--- src/hdl/tmr_defines.svh ---
// Register offsets, field positions and reset values of the timer block
`ifndef TMR_DEFINES_SVH
`define TMR_DEFINES_SVH
`define TMR_NUM_TIMERS     3
`define TMR_CNT_W          16
`define TMR_NUM_DIV        8
`define TMR_REG_STRIDE     8'h10
`define TMR_OFS_CTRL       4'h0
`define TMR_OFS_RELOAD     4'h4
`define TMR_OFS_COUNT      4'h8
`define TMR_CTRL_ENABLE    0
`define TMR_CTRL_RESET     1
`define TMR_CTRL_PD        2
`define TMR_CTRL_RELOAD_ON_WRAP_SELECT     3
`define TMR_CTRL_UPDN      4
`define TMR_CTRL_EVENT     5
`define TMR_CTRL_CLKSEL_LO 8
`define TMR_CTRL_MASK      32'h0000_073D
`define TMR_CTRL_RESET_VAL 32'h0000_0000
`define TMR_RELOAD_RST     16'hFFFF
`define TMR_ALL_ONES       16'hFFFF
`define TMR_ALL_ZERO       16'h0000
`define TMR_RESP_OKAY      2'b00
`define TMR_RESP_SLVERR    2'b10
`endif

--- src/hdl/tmr_pkg.sv ---
// Types shared by the timer block
package tmr_pkg;
  typedef struct packed {
    logic       updn;
    logic       event_mode;
    logic       reload_on_wrap_select;
    logic       pd;
    logic       enable;
    logic [2:0] clksel;
  } tmr_ctrl_t;

  typedef enum logic [1:0] {
    TMR_NORMAL,
    TMR_PREPARING,
    TMR_SLEEPING
  } tmr_pstate_t;
endpackage

--- src/hdl/tmr_core.sv ---
// Three cascadable 16-bit auto-reloading timers with AXI4-Lite registers
//
// Chosen here: the address map and register access over AXI4-Lite.
`include "tmr_defines.svh"

// Functional notes
// - Each timer is a 16-bit counter reloading automatically on wrap.
// - Count moving from all ones to all zeros is overflow.
// - Count moving from all zeros to all ones is underflow.
// - Timer 2 cascades from timer 1, timer 3 from timer 2; timer 1 none.
// - One clock enable per tick rate; any one selectable as tick.
// - Watchdog reset returns all timers and control state to defaults.
// - Control reset bit resets that one timer.
// - Overflow or underflow raises that timer's interrupt request.
// - Three interrupt requests drive three bits of one source group.
// - No interrupt while the timer enable bit is clear.
// - Power-down bit drops the timer clock request.
// - In sleep the tick is gated and the interrupt forced inactive.
// - Leaving sleep, an enabled timer restarts from its preload value.
// - Timer stops at the next selected tick after sleep request asserts.
// - Request stays 1 until idle, up to one tick, then 0.
// - With power-down and sleep both clear, request held at 1.
// - Underflow reloads from reload register if select set or a reload write is pending, else all ones.
// - Reload write copies to counter when stopped, else at next underflow.
module tmr_core (
  input  wire logic                      aclk,
  input  wire logic                      aresetn,
  input  wire logic                      clk_en,
  input  wire logic                      watchdog_reset_n,
  input  wire logic [`TMR_NUM_DIV-1:0]   divided_clock_enables,
  input  wire logic                      sleep_request,
  output logic [`TMR_NUM_TIMERS-1:0]     timer_irq,
  output logic [`TMR_NUM_TIMERS-1:0]     timer_clock_request,
  output logic [`TMR_NUM_TIMERS-1:0]     timer_overflow,
  input  wire logic [7:0]                s_axi_awaddr,
  input  wire logic                      s_axi_awvalid,
  output logic                           s_axi_awready,
  input  wire logic [31:0]               s_axi_wdata,
  input  wire logic [3:0]                s_axi_wstrb,
  input  wire logic                      s_axi_wvalid,
  output logic                           s_axi_wready,
  output logic [1:0]                     s_axi_bresp,
  output logic                           s_axi_bvalid,
  input  wire logic                      s_axi_bready,
  input  wire logic [7:0]                s_axi_araddr,
  input  wire logic                      s_axi_arvalid,
  output logic                           s_axi_arready,
  output logic [31:0]                    s_axi_rdata,
  output logic [1:0]                     s_axi_rresp,
  output logic                           s_axi_rvalid,
  input  wire logic                      s_axi_rready
);
  localparam int NT = `TMR_NUM_TIMERS;
  localparam int CW = `TMR_CNT_W;

  // ************************************************************
  // Address decode
  // ************************************************************
  function automatic logic [2:0] dec_idx(input logic [7:0] a);
    dec_idx = {1'b0, a[5:4]};
    if (a[7:6] != 2'b00 || a[5:4] == 2'b11 || a[1:0] != 2'b00 || a[3:2] == 2'b11) begin
      dec_idx = 3'h7;
    end
  endfunction

  logic                rst_all;
  logic [7:0]          aw_ff;
  logic [31:0]         w_ff;
  logic [3:0]          ws_ff;
  logic                aw_ok_ff;
  logic                w_ok_ff;
  logic                bvalid_ff;
  logic [1:0]          bresp_ff;
  logic                rvalid_ff;
  logic [1:0]          rresp_ff;
  logic [31:0]         rdata_ff;
  logic                wr_go;
  logic [2:0]          wr_t;
  logic                sleep_m_ff;
  logic                sleep_ff;

  assign rst_all = !aresetn || !watchdog_reset_n;
  assign wr_go   = aw_ok_ff && w_ok_ff && !bvalid_ff;
  assign wr_t    = dec_idx(aw_ff);

  // ************************************************************
  // AXI4-Lite slave
  // ************************************************************
  assign s_axi_awready = !aw_ok_ff && !bvalid_ff;
  assign s_axi_wready  = !w_ok_ff && !bvalid_ff;
  assign s_axi_bvalid  = bvalid_ff;
  assign s_axi_bresp   = bresp_ff;
  assign s_axi_arready = !rvalid_ff;
  assign s_axi_rvalid  = rvalid_ff;
  assign s_axi_rresp   = rresp_ff;
  assign s_axi_rdata   = rdata_ff;

  always_ff @(posedge aclk) begin
    if (!aresetn) begin
      aw_ok_ff  <= 1'b0;
      w_ok_ff   <= 1'b0;
      aw_ff     <= 8'h00;
      w_ff      <= 32'h0000_0000;
      ws_ff     <= 4'h0;
      bvalid_ff <= 1'b0;
      bresp_ff  <= `TMR_RESP_OKAY;
    end else if (clk_en) begin
      if (s_axi_awvalid && s_axi_awready) begin
        aw_ok_ff <= 1'b1;
        aw_ff    <= s_axi_awaddr;
      end
      if (s_axi_wvalid && s_axi_wready) begin
        w_ok_ff <= 1'b1;
        w_ff    <= s_axi_wdata;
        ws_ff   <= s_axi_wstrb;
      end
      if (wr_go) begin
        aw_ok_ff  <= 1'b0;
        w_ok_ff   <= 1'b0;
        bvalid_ff <= 1'b1;
        bresp_ff  <= (wr_t == 3'h7) ? `TMR_RESP_SLVERR : `TMR_RESP_OKAY;
      end else if (bvalid_ff && s_axi_bready) begin
        bvalid_ff <= 1'b0;
      end
    end
  end

  // ************************************************************
  // Sleep request synchroniser
  // ************************************************************
  always_ff @(posedge aclk) begin
    if (!aresetn) begin
      sleep_m_ff <= 1'b0;
      sleep_ff   <= 1'b0;
    end else if (clk_en) begin
      sleep_m_ff <= sleep_request;
      sleep_ff   <= sleep_m_ff;
    end
  end

  // ************************************************************
  // Timer instances
  // ************************************************************
  tmr_pkg::tmr_ctrl_t ctrl_ff   [NT];
  logic [CW-1:0]      reload_ff [NT];
  logic [CW-1:0]      cnt_ff    [NT];
  logic [NT-1:0]      wrap_ff;
  logic [NT-1:0]      casc_in;
  logic [NT-1:0]      casc_q_ff;
  tmr_pkg::tmr_pstate_t pst_ff  [NT];

  assign casc_in = {wrap_ff[NT-2:0], 1'b0};
  assign timer_overflow = wrap_ff;

  genvar g;
  generate
    for (g = 0; g < NT; g++) begin : g_tmr
      logic        sel_w;
      logic        wsel_c;
      logic        wsel_r;
      logic        tick;
      logic        run;
      logic        rl_pend_ff;
      logic        at_max;
      logic        at_min;
      logic        soft_rst;
      logic [7:0]  wb0;

      assign sel_w    = wr_go && (wr_t == 3'(g));
      assign wsel_c   = sel_w && (aw_ff[3:0] == `TMR_OFS_CTRL) && ws_ff[0];
      assign wsel_r   = sel_w && (aw_ff[3:0] == `TMR_OFS_RELOAD);
      assign wb0      = w_ff[7:0];
      assign soft_rst = clk_en && wsel_c && wb0[`TMR_CTRL_RESET];
      assign run      = ctrl_ff[g].enable && !ctrl_ff[g].pd && pst_ff[g] != tmr_pkg::TMR_SLEEPING;
      assign at_max   = cnt_ff[g] == `TMR_ALL_ONES;
      assign at_min   = cnt_ff[g] == `TMR_ALL_ZERO;
      // Event mode counts cascade edges, timer mode the selected rate
      assign tick     = run && (ctrl_ff[g].event_mode ? (casc_in[g] && !casc_q_ff[g])
                                                      : divided_clock_enables[ctrl_ff[g].clksel]);

      // ************************************************************
      // Control and reload registers
      // ************************************************************
      always_ff @(posedge aclk) begin
        if (rst_all || soft_rst) begin
          ctrl_ff[g] <= tmr_pkg::tmr_ctrl_t'(0);
        end else if (clk_en && wsel_c) begin
          ctrl_ff[g].enable     <= wb0[`TMR_CTRL_ENABLE];
          ctrl_ff[g].pd         <= wb0[`TMR_CTRL_PD];
          ctrl_ff[g].reload_on_wrap_select      <= wb0[`TMR_CTRL_RELOAD_ON_WRAP_SELECT];
          ctrl_ff[g].updn       <= wb0[`TMR_CTRL_UPDN];
          ctrl_ff[g].event_mode <= wb0[`TMR_CTRL_EVENT];
          ctrl_ff[g].clksel     <= ws_ff[1] ? w_ff[`TMR_CTRL_CLKSEL_LO +: 3] : ctrl_ff[g].clksel;
        end
      end

      always_ff @(posedge aclk) begin
        if (rst_all || soft_rst) begin
          reload_ff[g] <= `TMR_RELOAD_RST;
        end else if (clk_en && wsel_r) begin
          reload_ff[g] <= w_ff[CW-1:0];
        end
      end

      // ************************************************************
      // Counter with wrap detection and reload
      // ************************************************************
      always_ff @(posedge aclk) begin
        if (rst_all || soft_rst) begin
          cnt_ff[g]     <= `TMR_RELOAD_RST;
          wrap_ff[g]    <= 1'b0;
          rl_pend_ff    <= 1'b0;
          casc_q_ff[g]  <= 1'b0;
        end else if (clk_en) begin
          wrap_ff[g]   <= 1'b0;
          casc_q_ff[g] <= casc_in[g];
          if (wsel_r && !run) begin
            cnt_ff[g]  <= w_ff[CW-1:0];
          end else if (pst_ff[g] == tmr_pkg::TMR_SLEEPING) begin
            cnt_ff[g]  <= reload_ff[g];
          end else if (tick) begin
            if (ctrl_ff[g].event_mode && ctrl_ff[g].updn) begin
              cnt_ff[g] <= at_max ? (ctrl_ff[g].reload_on_wrap_select ? reload_ff[g] : `TMR_ALL_ZERO)
                                  : cnt_ff[g] + 16'h0001;
              wrap_ff[g] <= at_max;
            end else begin
              cnt_ff[g] <= at_min ? ((ctrl_ff[g].reload_on_wrap_select || rl_pend_ff) ? reload_ff[g] : `TMR_ALL_ONES)
                                  : cnt_ff[g] - 16'h0001;
              wrap_ff[g] <= at_min;
            end
          end
          if (wsel_r && run) begin
            rl_pend_ff <= 1'b1;
          end else if (tick && at_min) begin
            rl_pend_ff <= 1'b0;
          end
        end
      end

      // ************************************************************
      // Low power handshake
      // ************************************************************
      always_ff @(posedge aclk) begin
        if (rst_all || soft_rst) begin
          pst_ff[g] <= tmr_pkg::TMR_NORMAL;
        end else if (clk_en) begin
          unique case (pst_ff[g])
            tmr_pkg::TMR_NORMAL: begin
              if (ctrl_ff[g].pd || sleep_ff) begin
                pst_ff[g] <= tmr_pkg::TMR_PREPARING;
              end
            end
            tmr_pkg::TMR_PREPARING: begin
              if (!ctrl_ff[g].pd && !sleep_ff) begin
                pst_ff[g] <= tmr_pkg::TMR_NORMAL;
              end else if (divided_clock_enables[ctrl_ff[g].clksel] || !ctrl_ff[g].enable) begin
                pst_ff[g] <= tmr_pkg::TMR_SLEEPING;
              end
            end
            tmr_pkg::TMR_SLEEPING: begin
              if (!ctrl_ff[g].pd && !sleep_ff) begin
                pst_ff[g] <= tmr_pkg::TMR_NORMAL;
              end
            end
            default: begin
              pst_ff[g] <= tmr_pkg::TMR_NORMAL;
            end
          endcase
        end
      end

      assign timer_clock_request[g] = pst_ff[g] != tmr_pkg::TMR_SLEEPING;
      // One-cycle pulse, gated by enable and sleep
      assign timer_irq[g] = wrap_ff[g] && ctrl_ff[g].enable && pst_ff[g] != tmr_pkg::TMR_SLEEPING;
    end
  endgenerate

  // ************************************************************
  // Read path
  // ************************************************************
  logic [2:0] rd_t;
  assign rd_t = dec_idx(s_axi_araddr);

  always_ff @(posedge aclk) begin
    if (!aresetn) begin
      rvalid_ff <= 1'b0;
      rresp_ff  <= `TMR_RESP_OKAY;
      rdata_ff  <= 32'h0000_0000;
    end else if (clk_en) begin
      if (s_axi_arvalid && s_axi_arready) begin
        rvalid_ff <= 1'b1;
        rresp_ff  <= (rd_t == 3'h7) ? `TMR_RESP_SLVERR : `TMR_RESP_OKAY;
        rdata_ff  <= 32'h0000_0000;
        if (rd_t != 3'h7) begin
          unique case (s_axi_araddr[3:2])
            2'b00:   rdata_ff <= {21'h0, ctrl_ff[rd_t[1:0]].clksel, 2'b00, ctrl_ff[rd_t[1:0]].event_mode,
                                  ctrl_ff[rd_t[1:0]].updn, ctrl_ff[rd_t[1:0]].reload_on_wrap_select,
                                  ctrl_ff[rd_t[1:0]].pd, 1'b0, ctrl_ff[rd_t[1:0]].enable};
            2'b01:   rdata_ff <= {16'h0000, reload_ff[rd_t[1:0]]};
            default: rdata_ff <= {16'h0000, cnt_ff[rd_t[1:0]]};
          endcase
        end
      end else if (rvalid_ff && s_axi_rready) begin
        rvalid_ff <= 1'b0;
      end
    end
  end
endmodule

--- config.mk ---
export PLATFORM = sky130hd
export DESIGN_NAME = tmr_core
export DESIGN_NICKNAME = d
export VERILOG_FILES = /design/src/hdl/tmr_pkg.sv /design/src/hdl/tmr_core.sv
export VERILOG_INCLUDE_DIRS = /design/src /design/src/hdl
export SDC_FILE = /design/constraint.sdc
export NUM_CORES = 1
export LEC_CHECK = 0
export BUFFER_PORTS_ARGS = -buffer_cell sky130_fd_sc_hd__buf_2
export CELL_PAD_IN_SITES_DETAIL_PLACEMENT = 0
export CELL_PAD_IN_SITES_GLOBAL_PLACEMENT = 1
export CORE_ASPECT_RATIO = 1.2
export CORE_MARGIN = 2
export CORE_UTILIZATION = 42
export CTS_CLUSTER_SIZE = 40
export DETAILED_ROUTE_END_ITERATION = 10
export HOLD_SLACK_MARGIN = 0.06
export PLACE_DENSITY = 0.76
export SLEW_MARGIN = 20
export SYNTH_ARGS = -nofsm -noshare
export SYNTH_HDL_FRONTEND = slang
export SYNTH_SLANG_ARGS = --single-unit
--- constraint.sdc ---
create_clock -name aclk -period 2.5 [get_ports aclk]
set_clock_uncertainty 0.05 [all_clocks]
set_input_delay 0.125 -clock aclk [delete_from_list [all_inputs] [get_ports aclk]]
set_output_delay 0.125 -clock aclk [all_outputs]
set_load 0.01 [all_outputs]
==> metrics.yaml, run 1 <==
die-area_sq_um: 30440
peakVddDrop_uv: 462.8
ys_seq_area_frac: 0.4052
synth_most_common_cell: "nand2_1"
endpoint_kind: "flip-flop"
die_h_microns: 190.7
clock_sinks: 184
yosysWarnings: 0
period_minus_slack_ps: 2548
cts_tree: "done"
yosys.area.top_type: "edfxtp_1"
min_path_type: "in -> reg"
gp_congestion: 0.9633
routed-via-count: 12246
ys_ff_latch: 184
antenna_cells: 0
grt_pass1_vias: 11469
finalNonFillerCells: 2008
synth.top_cell.area_share: 0.3100
io_buffers: 83
syn_inst: 1380
min_period_over_period: 1.019
p_leak_nw: 5.746
drive_gt1_frac: 0.2569
drc: 0
startpoint_type: "flip-flop"
rsz0062_at_grt: "yes"
gr-total-overflow: 0
syn_to_final_growth_pct: 26.56
p_switching_w: 0.001894
grt_max_degree: 45
antenna_found_initial: 0
status: "finished with violations"
synth-async-reset-ratio: 0
tightestPinTransition_ps: 893.9
worstPathMaxFanout: 5
cts_buffers: 17
clkLatencyLatePin_ps: 450
rows: 68
grt_first_pass_wirelength_microns: 70750
synthTopCellsByCount: "nand2_1 (194), edfxtp_1 (126), nor2_1 (90), clkbuf_1 (83), dfxtp_1 (58)"
tns_ps: -70.80
hpwl_microns: 35800
synth_area_per_cell_sq_um: 8.844
drt_iter0_markers: 1169
violations: "setup timing"
routed_wl_microns: 47480
setup_ws_ps: -47.85
core-area_sq_um: 28670
arrival_ps: 2760
critPathRequiredTime_ps: 2710
power.total_w: 0.007121
max_cap_viol_count: 0
fin_nets: 1688
finalSetupViolations: 4
p_clk_frac: 0.391
power_frac_seq: 0.477
synth_top_flop_cell: "edfxtp_1"
synth.lib_cells_used.distinct: 83
routed_via_density: 6.099
comb_power_share: 0.132
placed_cells: 1941
hold_ws_ps: 78.04
final_area_sq_um: 15450
grt_use_total: 0.3097
maxSlewHeadroom: 0.4041
clockBufferDepth: 2
slew_viol_final: 0
swShare: 0.2660
cts.clk_slew.worst_paths_ps: 70
dieWidth_microns: 159.6
internal-power_w: 0.005227
initial_core_util: 0.4256
synthTopCellsByArea: "edfxtp_1 (31%), dfxtp_1 (9.5%), nand2_1 (6.0%), mux2i_1 (2.9%), nor2_1 (2.8%)"
r2r_slack_ps: -50
placed_area_sq_um: 14280
path_class: "reg -> reg"
cts_htree_levels: 4
dr.pass1.iters: 6
synth-edff-count: 126
finalHoldViolCount: 0
cts_root_buffer: "clkbuf_16"
clock.fmax_ghz: 0.3925
ios: 120
power_density_nw_per_um2: 461.0
syn-cell-area_sq_um: 12200
wl_per_cell_microns: 23.64
ant_nets: 0
-- cells in the final DEF (no fill, tap or decap), drive strengths merged, types with 31 or more instances in the layout --
cell type and n:
buf 287, nand2 195, edfxtp 126, nor2 90, dfxtp 58, a21oi 47
nand3 45, o21ai 45, nor3 42, o22ai 36, mux2i 35, a21boi 35
xnor2 34, and2 33, o311ai 32, or2 31
-- cell families after synthesis --
kind of cell / after synthesis / synth area share
adders and majority gates: 8 / 0.008202
AOI/OAI and AO/OA: 348 / 0.2026
DFF: 184 / 0.4052
and+or+nand+nor: 597 / 0.2526
muxes: 49 / 0.04532
buffers and inverters: 147 / 0.05280
xor gates and xnor gates: 46 / 0.03301
other: 1 / 0.0003073
-- worst paths after layout --
kind / start / end / cells past startpoint
max: ctrl_ff[2][0] / cnt_ff[2][14] / 6
min: s_axi_araddr[5] / s_axi_rdata[9] / 4
max reg2reg: ctrl_ff[2][0] / cnt_ff[2][14] / 6
min reg2reg: s_axi_rdata[1] / s_axi_rdata[1] / 2
-- critical path: stages (launching register included) --
cell and delay (ps):
edfxtp_1 480, mux2_2 260, o22ai_1 120, o32ai_1 460, nand3_2 190, or4b_2 690
o311ai_1 110
-- power by group through the flow --
| stage | Clock (W) | Combinational [W] | Sequential (W) |
|---|---|---|---|
| 2_1_floorplan | 0 | 0.000501 | 0.00341 |
| 3_3_place_gp | 0 | 0.000856 | 0.00346 |
| 3_5_place_dp | 0 | 0.000860 | 0.00346 |
| 4_1_cts | 0.00281 | 0.000901 | 0.00339 |
| 5_1_grt | 0.00293 | 0.00100 | 0.00340 |
| 6_report | 0.00279 | 0.000937 | 0.00340 |
-- through the flow --
step,setup WS (ps),util
finish,-47.85,0.5387
global route,-88.86,0.5387
CTS,-4.972,0.5309
detailed placement,-33.87,0.4979
global placement,-40.00,0.4979
floorplan,-161.6,-
-- sequential cells by signal, indices dropped and copies added, names as in the netlist --
register / cells
ws_ff: 2
s_axi_rresp: 1
s_axi_rvalid: 1
aw_ff: 8
s_axi_bvalid: 1
s_axi_bresp: 1
sleep_ff: 1
reload_ff: 48
casc_q_ff: 2
timer_overflow: 3
sleep_m_ff: 1
aw_ok_ff: 1
w_ok_ff: 1
pst_ff: 6
ctrl_ff: 24
g_tmr.rl_pend_ff: 3
s_axi_rdata: 16
w_ff: 16
cnt_ff: 48
-- final cells by class --
class                      count  area [sq um]
multi-input combinational   1066          6937
clock buffer                  25         543.0
fill                        2664         13230
inverter                      25         93.84
clock inverter                 7         51.30
tap                          385         481.7
timing repair buffer         316          2391
sequential                   184          4949
-- per-layer routing --
metal / global-route usage / share of wire
met1: 0.4098 / 0.41
met3: 0.04785 / 0.081
met2: 0.4978 / 0.46
met5: 0 / 0
met4: 0.1479 / 0.050
-- what timing repair did --
item / in CTS / in global routing
gates cloned: 0 / 1
buffers inserted: 1 / 4
endpoints found under the hold margin: 29 / 0
endpoints found under the setup margin: 17 / 84
hold buffers: 29 / 0
pin swaps: 2 / 13
resized for setup: 10 / 45
Note: power is estimated with default switching activity, not from simulation.
==> inputs of run 2 (changes only) <==
Settings changed: CORE_UTILIZATION 42 to 46, PLACE_DENSITY 0.76 to 0.79.
Clock period 2.5 ns to 2.8 ns, I/O delays scaled along.
==> run 2 against run 1 <==
Net effect:
- the flow now finishes without violations
- cell area decreased by 6.7%
- via count shrank 3.5%
- non-clock buffer count is 86 lower
- setup slack improved by 140 ps
- sequential power decreased by 10%
- sequential share of layout area up 2.3 points
- fmax shrank 6.0%
- worst hold slack got worse by 3.5 ps
- wire length decreased by 5.1%
- register-to-register slack better by 140 ps
- power is 12% lower
- utilization up 1.1 points
- critical path type unchanged
==> metrics.yaml, run 2 (same netlist as run 1, synthesis figures left out) <==
status: "complete, no violations"
tns_ps: 0  # +70.80 ps
top_regs: "cnt_ff: 48 flops, reload_ff: 48 flops, ctrl_ff: 24 flops"
crit_chain: "or4_4, or3_4, or3_4, buf_12, o311ai_0, o31ai_1"
gr-total-overflow: 0  # unchanged
fin_nets: 1602  # -5.1%
cp_top_family: "simple AND/OR/NAND/NOR gates"
dr.pass1.iters: 6  # unchanged
max_cap_viol_count: 0  # unchanged
path_class: "reg -> reg"
clock.fmax_ghz: 0.3690  # -6.0%
cts_tree: "done"
slew_viol_final: 0  # unchanged
routed_via_density: 6.310  # +3.5%
routed_wl_microns: 45040  # -5.1%
maxSlewHeadroom: 0.4207  # +0.01661
cts_buffers: 17  # unchanged
period_minus_slack_ps: 2710  # +162.3 ps
post-cts-setup-buffer-count: 0  # -1
final_cell_mix: "nand2_1 (194), edfxtp_1 (126), buf_4 (112)"
startpoint_type: "flip-flop"
dieWidth_microns: 152.7  # -4.3%
endpoint_kind: "flip-flop"
core-area_sq_um: 26190  # -8.7%
finalSetupViolations: 0  # -4
ant_nets: 0  # unchanged
grt_use_total: 0.3199  # +0.01014
grt_first_pass_wirelength_microns: 67760  # -4.2%
worst-path-buf-inv: 1  # +1
rsz0062_at_grt: "no"
wl_per_cell_microns: 24.06  # +1.8%
min_path_type: "in -> reg"
grt_max_degree: 43  # -4.4%
drt_iter0_markers: 1446  # +24%
rows: 65  # -4.4%
final_core_util: 0.5501  # +0.01141
cts_htree_levels: 4  # unchanged
hpwl_microns: 33520  # -6.4%
routed-via-count: 11813  # -3.5%
crit_top_cell: "or3_4"
initial_core_util: 0.4660  # +0.04039
p_leak_nw: 5.257  # -8.5%
antenna_found_initial: 0  # unchanged
cts_root_buffer: "clkbuf_16"
antenna_cells: 0  # unchanged
critPathRequiredTime_ps: 2940  # +230 ps
die-area_sq_um: 27860  # -8.5%
peakVddDrop_uv: 436.2  # -5.7%
fill_cells: 2475  # -7.1%
finalHoldViolCount: 0  # unchanged
slowest_delay_ps: 580  # -110 ps
min_period_over_period: 0.9679  # -0.05122
layout_commonest_cell: "nand2_1"
ios: 120  # unchanged
clock_sinks: 184  # unchanged
slowest_stage: "or4_4"
die_h_microns: 182.4  # -4.4%
io_buffers: 83  # unchanged
grt_pass1_vias: 11186  # -2.5%
cts.clk_slew.worst_paths_ps: 70  # about the same
drc: 0  # unchanged
drive_gt1_frac: 0.1906  # -0.06630
power_density_nw_per_um2: 435.0  # -5.6%
tightestPinTransition_ps: 867.8  # -26.10 ps
worstPathMaxFanout: 13  # +8
gp_congestion: 0.9568  # -0.67%
clockBufferDepth: 2  # unchanged
syn_to_final_growth_pct: 18.04
arrival_ps: 2850  # +90 ps
clkLatencyLatePin_ps: 450  # about the same
[run 2: changes by cell type in the layout (fill, tap and decap cells not counted), moves of 4 or more]
cell      delta
o311ai_1    -10
nor3_1       +5
o311ai_2     -9
buf_12       -5
nor3_2       -4
buf_4       -76
o311ai_0    +19
[run 2: layout make-up]
class | count | area (sq um) | area share
clock buffer | 18 | 429.2 | 0.02979
tap | 335 | 419.2 | 0.02910
multi-input combinational | 1066 | 6694 | 0.4647
clock inverter | 14 | 158.9 | 0.01103
inverter | 25 | 93.84 | 0.006514
timing repair buffer | 230 | 1667 | 0.1157
sequential | 184 | 4945 | 0.3432
[run 2: repair_timing]
action                                  CTS  global route
endpoints found under the setup margin   14             4
hold buffers                             29             0
gates resized for setup                   1             3
hold endpoints to repair                 29             0
[run 2: final timing paths]
check | from | to | slack (ps) | cells after the start
worst max-delay path | cnt_ff[1][11] | cnt_ff[1][5] | 90 | 6
worst min-delay path | s_axi_awvalid | aw_ff[1] | 70 | 4
worst max register to register | cnt_ff[1][11] | cnt_ff[1][5] | 90 | 6
worst min register to register | s_axi_rdata[9] | s_axi_rdata[9] | 400 | 2
[run 2: worst min-delay path, delay by kind of cell]
family,cells,cell delay [ps]
simple gates,2,210
compound gates,1,60
buf+inv,1,110
[run 2: metal layers]
metal	wire length (microns)	part of all wire	up-vias	global-route usage
li1	-	-	5411	-
met1	17930	0.40	5728	0.4035
met2	21340	0.47	545	0.5351
met3	3507	0.078	129	0.05367
met4	2258	0.050	0	0.1541
met5	0	0	-	0
[run 2: power breakdown]
group / leakage [nW] / switching [W] / total (W) / internal [W]
Sequential: 1.52 / 0.000103 / 0.00305 / 0.00295
Combinational: 3.46 / 0.000425 / 0.000720 / 0.000294
Clock: 0.284 / 0.00116 / 0.00250 / 0.00134
[run 2: through the flow]
stage / power, W / hold slack, ps / setup slack, ps / instances / instance area, sq um
floorplan: 0.003491 / 234.9 / 32.81 / 1397 / 12270
detailed placement: 0.003782 / 350.1 / -73.53 / 1811 / 13520
CTS: 0.006275 / 66.14 / 90.79 / 1872 / 14400
finish: 0.006267 / 74.50 / 89.82 / 1872 / 14410
global route: 0.006442 / 100.5 / 1.893 / 1872 / 14410
global placement: 0.003772 / 340.8 / -18.28 / 1811 / 13520
